$ cat src/verilog/t8oc_pkg.sv
package t8oc_pkg;

  // ****************************************************************
  // register map, byte addresses on the wishbone bus
  // ****************************************************************
  localparam logic [7:0] OFS_CTRL = 8'h00;
  localparam logic [7:0] OFS_COUNT = 8'h04;
  localparam logic [7:0] OFS_COMPARE = 8'h08;
  localparam logic [7:0] OFS_MASK = 8'h0c;
  localparam logic [7:0] OFS_FLAG = 8'h10;
  localparam logic [7:0] OFS_ASYNC = 8'h14;

  // ****************************************************************
  // field positions
  // ****************************************************************
  localparam int CTRL_CS_LSB = 0;
  localparam int CTRL_WGM_LSB = 3;
  localparam int CTRL_COM_LSB = 5;
  localparam int CTRL_FORCE_BIT = 7;
  localparam int ASYNC_SEL_BIT = 3;
  localparam int IRQ_OVF_BIT = 0;
  localparam int IRQ_CMP_BIT = 1;

  // ****************************************************************
  // values and reset values
  // ****************************************************************
  localparam logic [7:0] CNT_BOTTOM = 8'h00;
  localparam logic [7:0] CNT_MAX = 8'hff;
  localparam logic [7:0] RST_BYTE = 8'h00;
  localparam logic [2:0] CS_STOPPED = 3'h0;
  localparam logic [1:0] COM_NONE = 2'h0;
  localparam logic [1:0] COM_TOGGLE = 2'h1;
  localparam logic [1:0] COM_CLEAR = 2'h2;
  localparam logic [1:0] COM_SET = 2'h3;

  // prescaler divide masks: divide by 1, 8, 32, 64, 128, 256, 1024
  localparam logic [9:0] PSC_MASK_1 = 10'h000;
  localparam logic [9:0] PSC_MASK_8 = 10'h007;
  localparam logic [9:0] PSC_MASK_32 = 10'h01f;
  localparam logic [9:0] PSC_MASK_64 = 10'h03f;
  localparam logic [9:0] PSC_MASK_128 = 10'h07f;
  localparam logic [9:0] PSC_MASK_256 = 10'h0ff;
  localparam logic [9:0] PSC_MASK_1024 = 10'h3ff;

  typedef enum logic [1:0] {
    WGM_NORMAL = 2'b00,
    WGM_FAST = 2'b01,
    WGM_CTC = 2'b10,
    WGM_PHASE = 2'b11
  } t8oc_wgm_type;

  typedef enum logic {
    DIR_UP = 1'b0,
    DIR_DOWN = 1'b1
  } t8oc_dir_type;

  // pwm modes double buffer the compare value
  function automatic logic is_pwm(input t8oc_wgm_type m);
    is_pwm = (m == WGM_FAST) || (m == WGM_PHASE);
  endfunction

endpackage

$ cat src/verilog/t8oc_tick_if.sv
`timescale 1ns/10ps
interface t8oc_tick_if;
  logic src_en;
  logic [2:0] clock_select;
  logic tick;

  modport ctl (output src_en, output clock_select, input tick);
  modport presc (input src_en, input clock_select, output tick);
endinterface

$ cat src/verilog/t8oc_timer.sv
`timescale 1ns/10ps
module t8oc_timer
  import t8oc_pkg::*;
(
  input wire logic clk_i,
  input wire logic rst_i,
  input wire logic wb_cyc_i,
  input wire logic wb_stb_i,
  input wire logic wb_we_i,
  input wire logic [7:0] wb_adr_i,
  input wire logic [3:0] wb_sel_i,
  input wire logic [31:0] wb_dat_i,
  output logic [31:0] wb_dat_o,
  output logic wb_ack_o,
  input wire logic crystal_pin_a_i,
  input wire logic ovf_irq_ack_i,
  input wire logic cmp_irq_ack_i,
  output logic overflow_irq_o,
  output logic compare_irq_o,
  output logic compare_output_o,
  output logic compare_output_en_o
);

  // ****************************************************************
  // state
  // ****************************************************************
  logic [2:0] clock_select_r;
  t8oc_wgm_type waveform_mode_r;
  logic [1:0] compare_output_mode_r;
  logic async_clock_select_r;
  logic [7:0] count_value_r;
  logic [7:0] cmp_act_r;
  logic [7:0] cmp_buf_r;
  logic overflow_flag_r;
  logic compare_flag_r;
  logic ovf_ie_r;
  logic compare_irq_enable_r;
  logic block_r;
  logic oc_r;
  t8oc_dir_type dir_r;
  logic ack_r;
  logic [7:0] rd_r;
  logic [2:0] xs_r;
  logic xl_r;
  logic xrise_r;

  logic acc;
  logic wr;
  logic wr_ctrl;
  logic wr_cnt;
  logic wr_cmp;
  logic wr_mask;
  logic wr_flag;
  logic wr_async;
  logic tick;
  logic pwm;
  logic match;
  logic at_max;
  logic at_bot;
  logic ovf_evt;
  logic cmp_evt;
  logic force_cmp;
  logic bot_evt;
  logic [7:0] d;
  logic [1:0] com_now;

  t8oc_tick_if tk ();

  // ****************************************************************
  // wishbone slave
  // ****************************************************************
  // one cycle answer; registers update on the edge that raises ack
  assign acc = wb_cyc_i && wb_stb_i && !ack_r;
  assign wr = acc && wb_we_i && wb_sel_i[0];
  assign d = wb_dat_i[7:0];
  assign wr_ctrl = wr && (wb_adr_i == OFS_CTRL);
  assign wr_cnt = wr && (wb_adr_i == OFS_COUNT);
  assign wr_cmp = wr && (wb_adr_i == OFS_COMPARE);
  assign wr_mask = wr && (wb_adr_i == OFS_MASK);
  assign wr_flag = wr && (wb_adr_i == OFS_FLAG);
  assign wr_async = wr && (wb_adr_i == OFS_ASYNC);

  // ack drops the cycle after it was given
  always_ff @(posedge clk_i) begin
    if (rst_i) begin
      ack_r <= 1'b0;
    end else begin
      ack_r <= acc;
    end
  end

  // read data; unmapped addresses answer with zero
  always_ff @(posedge clk_i) begin
    if (rst_i) begin
      rd_r <= RST_BYTE;
    end else if (acc && !wb_we_i) begin
      case (wb_adr_i)
        OFS_CTRL: rd_r <= {1'b0, compare_output_mode_r,
                           waveform_mode_r, clock_select_r};
        OFS_COUNT: rd_r <= count_value_r;
        OFS_COMPARE: rd_r <= pwm ? cmp_buf_r : cmp_act_r;
        OFS_MASK: rd_r <= {6'h00, compare_irq_enable_r, ovf_ie_r};
        OFS_FLAG: rd_r <= {6'h00, compare_flag_r, overflow_flag_r};
        OFS_ASYNC: rd_r <= {4'h0, async_clock_select_r, 3'h0};
        default: rd_r <= RST_BYTE;
      endcase
    end
  end

  assign wb_ack_o = ack_r;
  assign wb_dat_o = {24'h00_0000, rd_r};

  // ****************************************************************
  // control registers
  // ****************************************************************
  // output mode bits take effect at once, never buffered
  always_ff @(posedge clk_i) begin
    if (rst_i) begin
      clock_select_r <= CS_STOPPED;
      waveform_mode_r <= WGM_NORMAL;
      compare_output_mode_r <= COM_NONE;
    end else if (wr_ctrl) begin
      clock_select_r <= d[CTRL_CS_LSB +: 3];
      waveform_mode_r <= t8oc_wgm_type'(d[CTRL_WGM_LSB +: 2]);
      compare_output_mode_r <= d[CTRL_COM_LSB +: 2];
    end
  end

  // interrupt masks and clock source select
  always_ff @(posedge clk_i) begin
    if (rst_i) begin
      ovf_ie_r <= 1'b0;
      compare_irq_enable_r <= 1'b0;
      async_clock_select_r <= 1'b0;
    end else begin
      if (wr_mask) begin
        ovf_ie_r <= d[IRQ_OVF_BIT];
        compare_irq_enable_r <= d[IRQ_CMP_BIT];
      end
      if (wr_async) begin
        async_clock_select_r <= d[ASYNC_SEL_BIT];
      end
    end
  end

  // ****************************************************************
  // clock source
  // ****************************************************************
  // crystal pin: three stages, a level counts once stages 2 and 3 agree
  always_ff @(posedge clk_i) begin
    if (rst_i) begin
      xs_r <= 3'h0;
      xl_r <= 1'b0;
      xrise_r <= 1'b0;
    end else begin
      xs_r <= {xs_r[1:0], crystal_pin_a_i};
      xrise_r <= (xs_r[1] == xs_r[2]) && xs_r[2] && !xl_r;
      if (xs_r[1] == xs_r[2]) begin
        xl_r <= xs_r[2];
      end
    end
  end

  // crystal edges replace the io clock as prescaler source
  assign tk.src_en = async_clock_select_r ? xrise_r : 1'b1;
  assign tk.clock_select = clock_select_r;
  assign tick = tk.tick;

  t8oc_presc u_presc (
    .clk_i(clk_i),
    .rst_i(rst_i),
    .tk(tk)
  );

  // ****************************************************************
  // counter unit
  // ****************************************************************
  assign pwm = is_pwm(waveform_mode_r);
  assign at_max = (count_value_r == CNT_MAX);
  assign at_bot = (count_value_r == CNT_BOTTOM);
  assign match = (count_value_r == cmp_act_r);

  function automatic logic pwm_phase();
    pwm_phase = (waveform_mode_r == WGM_PHASE);
  endfunction

  // fast pwm and normal wrap at max; counter becomes bottom next
  assign bot_evt = tick && !wr_cnt && at_max && !pwm_phase();

  // cpu write wins over any count or clear in the same cycle
  always_ff @(posedge clk_i) begin
    if (rst_i) begin
      count_value_r <= CNT_BOTTOM;
    end else if (wr_cnt) begin
      count_value_r <= d;
    end else if (tick) begin
      case (waveform_mode_r)
        WGM_CTC: begin
          // compare value acts as top
          count_value_r <= match ? CNT_BOTTOM :
                           count_value_r + 8'h01;
        end
        WGM_PHASE: begin
          if (dir_r == DIR_UP) begin
            count_value_r <= at_max ? count_value_r - 8'h01 :
                             count_value_r + 8'h01;
          end else begin
            count_value_r <= at_bot ? count_value_r + 8'h01 :
                             count_value_r - 8'h01;
          end
        end
        default: begin
          count_value_r <= count_value_r + 8'h01;
        end
      endcase
    end
  end

  // direction turns at max and bottom in phase correct mode only
  always_ff @(posedge clk_i) begin
    if (rst_i) begin
      dir_r <= DIR_UP;
    end else if (!pwm_phase()) begin
      dir_r <= DIR_UP;
    end else if (tick && !wr_cnt) begin
      if (dir_r == DIR_UP && at_max) begin
        dir_r <= DIR_DOWN;
      end else if (dir_r == DIR_DOWN && at_bot) begin
        dir_r <= DIR_UP;
      end
    end
  end

  // ****************************************************************
  // flags
  // ****************************************************************
  // overflow: at max to bottom, or at the bottom turn in phase mode
  assign ovf_evt = tick && !wr_cnt &&
                   (pwm_phase() ? (dir_r == DIR_DOWN && at_bot) :
                    at_max);
  assign cmp_evt = tick && match && !block_r;

  // a counter write blocks the match of the next tick, even if stopped
  always_ff @(posedge clk_i) begin
    if (rst_i) begin
      block_r <= 1'b0;
    end else if (wr_cnt) begin
      block_r <= 1'b1;
    end else if (tick) begin
      block_r <= 1'b0;
    end
  end

  // set wins over a clear arriving in the same cycle
  always_ff @(posedge clk_i) begin
    if (rst_i) begin
      overflow_flag_r <= 1'b0;
      compare_flag_r <= 1'b0;
    end else begin
      overflow_flag_r <= ovf_evt || (overflow_flag_r &&
        !(ovf_irq_ack_i || (wr_flag && d[IRQ_OVF_BIT])));
      compare_flag_r <= cmp_evt || (compare_flag_r &&
        !(cmp_irq_ack_i || (wr_flag && d[IRQ_CMP_BIT])));
    end
  end

  assign overflow_irq_o = overflow_flag_r && ovf_ie_r;
  assign compare_irq_o = compare_flag_r && compare_irq_enable_r;

  // ****************************************************************
  // compare registers
  // ****************************************************************
  always_ff @(posedge clk_i) begin
    if (rst_i) begin
      cmp_buf_r <= RST_BYTE;
    end else if (wr_cmp) begin
      cmp_buf_r <= d;
    end
  end

  // pwm loads the buffer at max only, avoiding odd-length pulses
  always_ff @(posedge clk_i) begin
    if (rst_i) begin
      cmp_act_r <= RST_BYTE;
    end else if (wr_cmp && !pwm) begin
      cmp_act_r <= d;
    end else if (pwm && tick && !wr_cnt && at_max) begin
      cmp_act_r <= cmp_buf_r;
    end
  end

  // ****************************************************************
  // waveform generator
  // ****************************************************************
  assign force_cmp = wr_ctrl && d[CTRL_FORCE_BIT] && !pwm;
  // normal and ctc: com bits written with the strobe act on oc at once, not a cycle late
  assign com_now = wr_ctrl ? d[CTRL_COM_LSB +: 2] :
                   compare_output_mode_r;

  // oc state is never reset by a mode change
  always_ff @(posedge clk_i) begin
    if (rst_i) begin
      oc_r <= 1'b0;
    end else begin
      case (waveform_mode_r)
        WGM_FAST: begin
          // bottom wins so a compare at max gives a steady level
          if (bot_evt && compare_output_mode_r[1]) begin
            oc_r <= !compare_output_mode_r[0];
          end else if (cmp_evt && compare_output_mode_r[1]) begin
            oc_r <= compare_output_mode_r[0];
          end
        end
        WGM_PHASE: begin
          if (cmp_evt && compare_output_mode_r[1]) begin
            oc_r <= (dir_r == DIR_UP) ? compare_output_mode_r[0] :
                    !compare_output_mode_r[0];
          end
        end
        default: begin
          if (cmp_evt || force_cmp) begin
            case (com_now)
              COM_TOGGLE: oc_r <= !oc_r;
              COM_CLEAR: oc_r <= 1'b0;
              COM_SET: oc_r <= 1'b1;
              default: oc_r <= oc_r;
            endcase
          end
        end
      endcase
    end
  end

  // pin override only while an output mode is selected
  assign compare_output_o = oc_r;
  assign compare_output_en_o = (compare_output_mode_r != COM_NONE);
endmodule

$ cat src/verilog/t8oc_presc.sv
`timescale 1ns/10ps
module t8oc_presc
  import t8oc_pkg::*;
(
  input wire logic clk_i,
  input wire logic rst_i,
  t8oc_tick_if.presc tk
);

  // ****************************************************************
  // prescaler
  // ****************************************************************
  logic [9:0] psc_r;
  logic [9:0] mask;

  // divider mask from the clock select field
  always_comb begin
    case (tk.clock_select)
      3'h1: mask = PSC_MASK_1;
      3'h2: mask = PSC_MASK_8;
      3'h3: mask = PSC_MASK_32;
      3'h4: mask = PSC_MASK_64;
      3'h5: mask = PSC_MASK_128;
      3'h6: mask = PSC_MASK_256;
      default: mask = PSC_MASK_1024;
    endcase
  end

  // held at zero while stopped so a restart gives a full first period
  always_ff @(posedge clk_i) begin
    if (rst_i || tk.clock_select == CS_STOPPED) begin
      psc_r <= 10'h000;
    end else if (tk.src_en) begin
      psc_r <= psc_r + 10'h001;
    end
  end

  // no tick at all without a selected source
  assign tk.tick = tk.src_en && (tk.clock_select != CS_STOPPED) &&
                   ((psc_r & mask) == mask);

endmodule

$ cat config.mk
export PLATFORM = sky130hd
export DESIGN_NAME = t8oc_timer
export DESIGN_NICKNAME = d
export VERILOG_FILES = /design/src/verilog/t8oc_pkg.sv /design/src/verilog/t8oc_tick_if.sv /design/src/verilog/t8oc_timer.sv /design/src/verilog/t8oc_presc.sv
export SDC_FILE = /design/constraint.sdc
export NUM_CORES = 1
export LEC_CHECK = 0
export BUFFER_PORTS_ARGS = -buffer_cell sky130_fd_sc_hd__buf_2
export CELL_PAD_IN_SITES_DETAIL_PLACEMENT = 1
export CELL_PAD_IN_SITES_GLOBAL_PLACEMENT = 2
export CORE_ASPECT_RATIO = 1.1
export CORE_MARGIN = 2
export CORE_UTILIZATION = 30
export CTS_CLUSTER_DIAMETER = 200
export DETAILED_ROUTE_END_ITERATION = 12
export PLACE_DENSITY_LB_ADDON = 0.1
export SLEW_MARGIN = 20
export SYNTH_ARGS = -nofsm -noshare
export SYNTH_HDL_FRONTEND = slang
export SYNTH_SLANG_ARGS = --single-unit
$ cat constraint.sdc
create_clock -name clk_i -period 3.15 [get_ports clk_i]
set_input_delay 0.315 -clock clk_i [delete_from_list [all_inputs] [get_ports clk_i]]
set_output_delay 0.315 -clock clk_i [all_outputs]
set_load 0.005 [all_outputs]
Word-level counts from Yosys, hierarchy flattened
Cells that the tools add are included.
- bits of input ports: 52
- register bits after elaboration: 63
- output and inout bits: 37
- reductions and logical operators: 68
- muxes and demuxes: 26
- bitwise gates (word level): 3
- add/subtract/negate cells: 3
- equality and inequality tests: 23
- operators with widths (kind ; number):
    8-bit two-way mux ; 9
    10-bit one-hot mux with 6 select lines ; 1
    8-bit one-hot mux with 6 select lines ; 1
    1-bit logical AND ; 37
    8-bit by 4-bit == test with 1-bit output, second input constant ; 2
    8-bit by 5-bit == test with 1-bit output, second input constant ; 2
    8-bit zero test ; 2
    8-bit one-hot mux with 2 select lines ; 1
    1-bit zero test ; 11
    1-bit two-way mux ; 11
    10-bit by 1-bit adder with 10-bit output, second input constant ; 1
    10-bit bitwise AND ; 1
    10-bit == test ; 1
    3-bit == test, second input constant ; 3
    8-bit by 1-bit adder with 8-bit output, second input constant ; 1
    2-bit == test, second input constant ; 4
    8-bit by 3-bit == test with 1-bit output, second input constant ; 1
    8-bit == test ; 1
    8-bit == test, second input constant ; 1
    2-bit nonzero test ; 4
    8-bit by 1-bit subtractor with 8-bit output, second input constant ; 1
    1-bit logical OR ; 7
    3-bit by 2-bit == test with 1-bit output, second input constant ; 2
    3-bit nonzero test ; 2
    other kinds (14) ; 16

Depth between registers and ports, before layout
- depth in word-level cells: 12
- gate-level depth with buffers: 11
- gate-level depth less buffers: 9

Cells and area by module
A second synthesis with hierarchy kept.
- cell total of the unflattened synthesis: 475
- area, all modules: 3956.3 um^2
- modules (own cells, without submodules) (module ; area each (um^2) ; instances ; cells each):
    t8oc_timer ; 3425.8 ; 1 ; 416
    t8oc_presc ; 530.5 ; 1 ; 59

Least setup slack after synthesis
OpenSTA, ideal clock, no wires.
- kind: reg2reg
- start: reg count_value_r[0]
- end: reg count_value_r[3]
- period minus slack after synthesis: 2.226 ns
- cell stages (with the launch flop): 12
- data required time: 3.018 ns
- setup slack: 0.924 ns
- buffers on the path: 2
- data arrival time: 2.094 ns
- path through: dfxtp_1 clkbuf_1 inv_1 ha_1 nand2_1 o41ai_2 or2_2 buf_2 o311ai_0 o311ai_0 o21ai_0 a21oi_1
- longest elaborated chain between the ends: 6
- elaborated cells on any way between the ends: 12
- classes of those cells: 2 x add/sub; 2 x eq/ne; 7 x mux; 1 x reduce/logical
- ends and longest elaborated chain (element ; line ; text):
    start, declared ; t8oc_timer.sv:31 ; logic [7:0] count_value_r;
    start signal, assigned ; t8oc_timer.sv:200 ; count_value_r <= match ? CNT_BOTTOM :
    start signal, assigned ; t8oc_timer.sv:205 ; count_value_r <= at_max ? count_value_r - 8'h01 :
    start signal, assigned ; t8oc_timer.sv:208 ; count_value_r <= at_bot ? count_value_r + 8'h01 :
    8-bit by 1-bit adder with 8-bit output, or another cell as far along ; n/a ;
    8-bit two-way mux (on tied branches) ; t8oc_timer.sv:205, t8oc_timer.sv:208 ;
    8-bit two-way mux ; t8oc_timer.sv:204 ; if (dir_r == DIR_UP) begin
    8-bit one-hot mux with 2 select lines * ; t8oc_timer.sv:197 ; case (waveform_mode_r)
    8-bit two-way mux * ; t8oc_timer.sv:196 ; end else if (tick) begin
    8-bit two-way mux * ; t8oc_timer.sv:194 ; end else if (wr_cnt) begin
Every way passes the cells marked *; elsewhere a longest branch is shown, timed or not. The select of a mux whose other input is x is not followed.
A chain may end at the register's enable or synchronous reset.

Final worst setup path
- start: reg count_value_r[3]
- end: reg oc_r (netlist: compare_output_o)
- longest elaborated chain between the ends: 6
- elaborated cells on any way between the ends: 15
- classes of those cells: 4 x eq/ne; 2 x mux; 9 x reduce/logical
- ends and longest elaborated chain (element ; line ; text):
    8-bit == test (on tied branches) ; t8oc_timer.sv:179, t8oc_timer.sv:181 ;
    1-bit logical AND (on tied branches) (2 in series) ; t8oc_timer.sv:188, t8oc_timer.sv:241 ;
    1-bit logical AND, or another cell as far along ; t8oc_timer.sv:308 ; if (bot_evt && compare_output_mode_r[1]) begin
    3-bit by 1-bit inequality test with 1-bit output (no line), or another cell as far along ; n/a ;
    4-bit AND reduction (no line) or 1-bit one-hot mux with 2 select lines (tied branches) ; n/a ;
    end signal, assigned ; t8oc_timer.sv:309 ; oc_r <= !compare_output_mode_r[0];
    end signal, assigned ; t8oc_timer.sv:311 ; oc_r <= compare_output_mode_r[0];
    end signal, assigned ; t8oc_timer.sv:316 ; oc_r <= (dir_r == DIR_UP) ? compare_output_mode_r[0] :
    end, declared ; t8oc_timer.sv:39 ; logic oc_r;
Several ways; a longest one is shown, not always the timed one.

==> run metrics <==
fmax 0.3844 GHz; clock share of power 0.571; clock transition at the registers of the reported paths 0.06 ns; CTS H-tree lvls 3; CTS root buffer clkbuf_16; P_leak 1.646 nW; Async SR Flop Fraction 0; Synth Area per Inst 7.851 sq um; largest net degree at the start of global routing 40; Psw 0.0004434 W; final setup fails 0; Initial DRC Count 161; Max-cap violations 0; CP startpoint kind flop; Tmin final 2.601 ns; Worst EP required 3.39 ns; worst-skew pair later-pin latency 0.34 ns; first-pass GRT wire length 19150 um; Routed WL 12000 um; total CTS buffers 9; Peak VDD IR 0.0002558 V; total grt overflow 0; EDFF count, synth 0; area leader, netlist dfxtp_1; initial antenna violation count 0; number of distinct library cells after synthesis 54; FF-to-FF End compare_output_o$_SDFFE_PP0P_; synth top area cells dfxtp_1, a21oi_1, nor2_1; Core ar. 12030 sq um; Final #Nets 558; drt first pass iters 5; die footprint 13200 sq um; period utilization 0.8258; CTS Sinks 63; CP Capture Point compare_output_o$_SDFFE_PP0P_; Post-Syn Area 3690 sq um; Antenna Diode Count 0; launching point of the worst reg2reg path count_value_r[3]$_SDFFE_PP0P_; Setup Buffers After CTS 0; I/O Buffers 37; Hold Path Class input pin to flop; gp weighted congestion 0.7874; RSZ-0062 raised after global routing no; Final Hold Vio Count 0; gr usage total 0.1921; Reg2Reg Depth 6; Initial Util 0.3066; Flop pwr share 0.391; worst clock skew 0.004614 ns; Antenna Nets Post-Route 0; arrival time at the worst endpoint 2.84 ns; Via Count 3471; post-DR vias/cell 5.259; Avg WL per Cell 18.18 um; worst rel slew slack 0.4372; share of the yosys chip area belonging to registers 0.3418; WS Path Type flop to flop; Logic pwr share 0.038; Reg2Reg Setup Slack 0.55 ns; setup TNS 0 ns; post-DP HPWL 8763 um; Max Buffers Root-to-Sink 2; Sw Share 0.2152; CP endpoint kind flop; area share of the largest cell type after synthesis 0.3418; Util after Layout 0.3579; CP max FO 11; CTS tree built; CTS resizes 0; pin slew with the least headroom to its limit 0.8443 ns; Critical Path Source count_value_r[3]$_SDFFE_PP0P_; Yosys reg bits 63; internal power 0.001617 W; status finished, final reports clean; max-slew violation count 0; # IOs 89; share of cells above drive strength 1 0.1719; vias in the first global route 3487; Mapped Cells 470; Synth Flop Type dfxtp_1; row count 42; # DRC 0; Die Wd 109.7 um; Die H 120.3 um; hold_buf cts 0; Synth warnings 0; Layout Area Growth over Synthesis 16.72%; Power Density 478.5 nW/um^2
[layer usage]
layer	part of all wire	vias to the layer above	track usage
met1	0.47	1694	0.2583
met4	0.0092	0	0.05380
met2	0.48	76	0.3106
li1	-	1692	-
met3	0.042	9	0.03827
met5	0	-	0
[Yosys cell counts (5+ instances only)]
library cell / count
o21ai_0: 10
buf_4: 24
nand4_1: 6
nor2_1: 53
nor3_1: 11
a22oi_1: 6
clkbuf_1: 24
ha_1: 5
xnor2_1: 5
a211oi_1: 8
dfxtp_1: 63
a21oi_1: 42
and2_1: 7
inv_1: 10
mux2i_1: 11
o211ai_1: 5
nand2_1: 45
and3_1: 11
nor4_1: 8
buf_2: 8
mux2_2: 7
nor2b_1: 6
xor2_1: 13
nand3_1: 24
[how the worst min path moves through the flow]
stage,start,end,slack (ns),cells after the start
floorplan,xl_r$_SDFFE_PP0N_,xrise_r$_SDFF_PP0_,0.40,1
global placement,xl_r$_SDFFE_PP0N_,xrise_r$_SDFF_PP0_,0.41,1
detailed placement,xl_r$_SDFFE_PP0N_,xrise_r$_SDFF_PP0_,0.43,1
CTS,crystal_pin_a_i,xs_r[0]$_SDFF_PP0_,0.20,2
global route,crystal_pin_a_i,xs_r[0]$_SDFF_PP0_,0.21,2
finish,crystal_pin_a_i,xs_r[0]$_SDFF_PP0_,0.20,2
[power groups by stage]
stage	Clock, W	Sequential (W)	Combinational (W)
final	0.00118	0.000806	0.0000789
after detailed placement	0	0.000823	0.0000797
after global placement	0	0.000823	0.0000788
after global routing	0.00125	0.000806	0.0000885
after floorplan	0	0.000819	0.0000629
after CTS	0.00121	0.000806	0.0000797
[cell type report]
| cell class | instances | area (sq um) |
|---|---|---|
| inverter | 10 | 37.54 |
| timing repair buffer | 54 | 312.8 |
| clock buffer | 10 | 239.0 |
| clock inverter | 6 | 107.6 |
| fill | 1459 | 7727 |
| multi-input combinational | 363 | 2156 |
| tap | 154 | 192.7 |
| sequential | 63 | 1261 |
[worst max-delay path: stages, from the launching register on]
cell and delay (ns):
dfxtp_1 0.61, xor2_1 0.12, nor4_1 0.57, nand2_1 0.22, o41ai_1 0.43, mux2_2 0.38, nor4_1 0.17
[logic make-up after synthesis]
logic type	share of synthesized area
AND/OR/NAND/NOR	0.2672
AO/OA/AOI/OAI	0.1818
buffers and inverters	0.09732
flip-flops	0.3418
XOR/XNOR	0.04273
multiplexers	0.05121
adder cells (fa/ha/maj)	0.01695
other	0.001016
[layout by cell type, fill, tap and decap left out, types with 13 or more instances in the layout]
cell	count
nand2_1	45
buf_2	37
buf_4	17
conb_1	24
xor2_1	13
dfxtp_1	63
nand3_1	24
nor2_1	53
a21oi_1	42
[state kept, by name, summed over array words and instances (netlist names), 2 cells and up]
signal and cells:
clock_select_r 3, waveform_mode_r 2, rd_r 8, compare_output_mode_r 2
cmp_buf_r 8, count_value_r 8, xs_r 3, u_presc.psc_r 10
cmp_act_r 8
[through the flow]
| stage | hold WS [ns] | std cells | area [sq um] | setup slack, ns | power (W) |
|---|---|---|---|---|---|
| finish | 0.2046 | 660 | 4307 | 0.5486 | 0.002061 |
| CTS | 0.2042 | 660 | 4307 | 0.5619 | 0.002094 |
| global route | 0.2066 | 660 | 4307 | 0.3161 | 0.002146 |
| floorplan | 0.3976 | 493 | 3776 | 0.9237 | 0.0008820 |
| detailed placement | 0.4320 | 644 | 3960 | 0.5646 | 0.0009029 |
| global placement | 0.4142 | 644 | 3960 | 0.5910 | 0.0009017 |
Note: power is estimated with default switching activity, not from simulation.
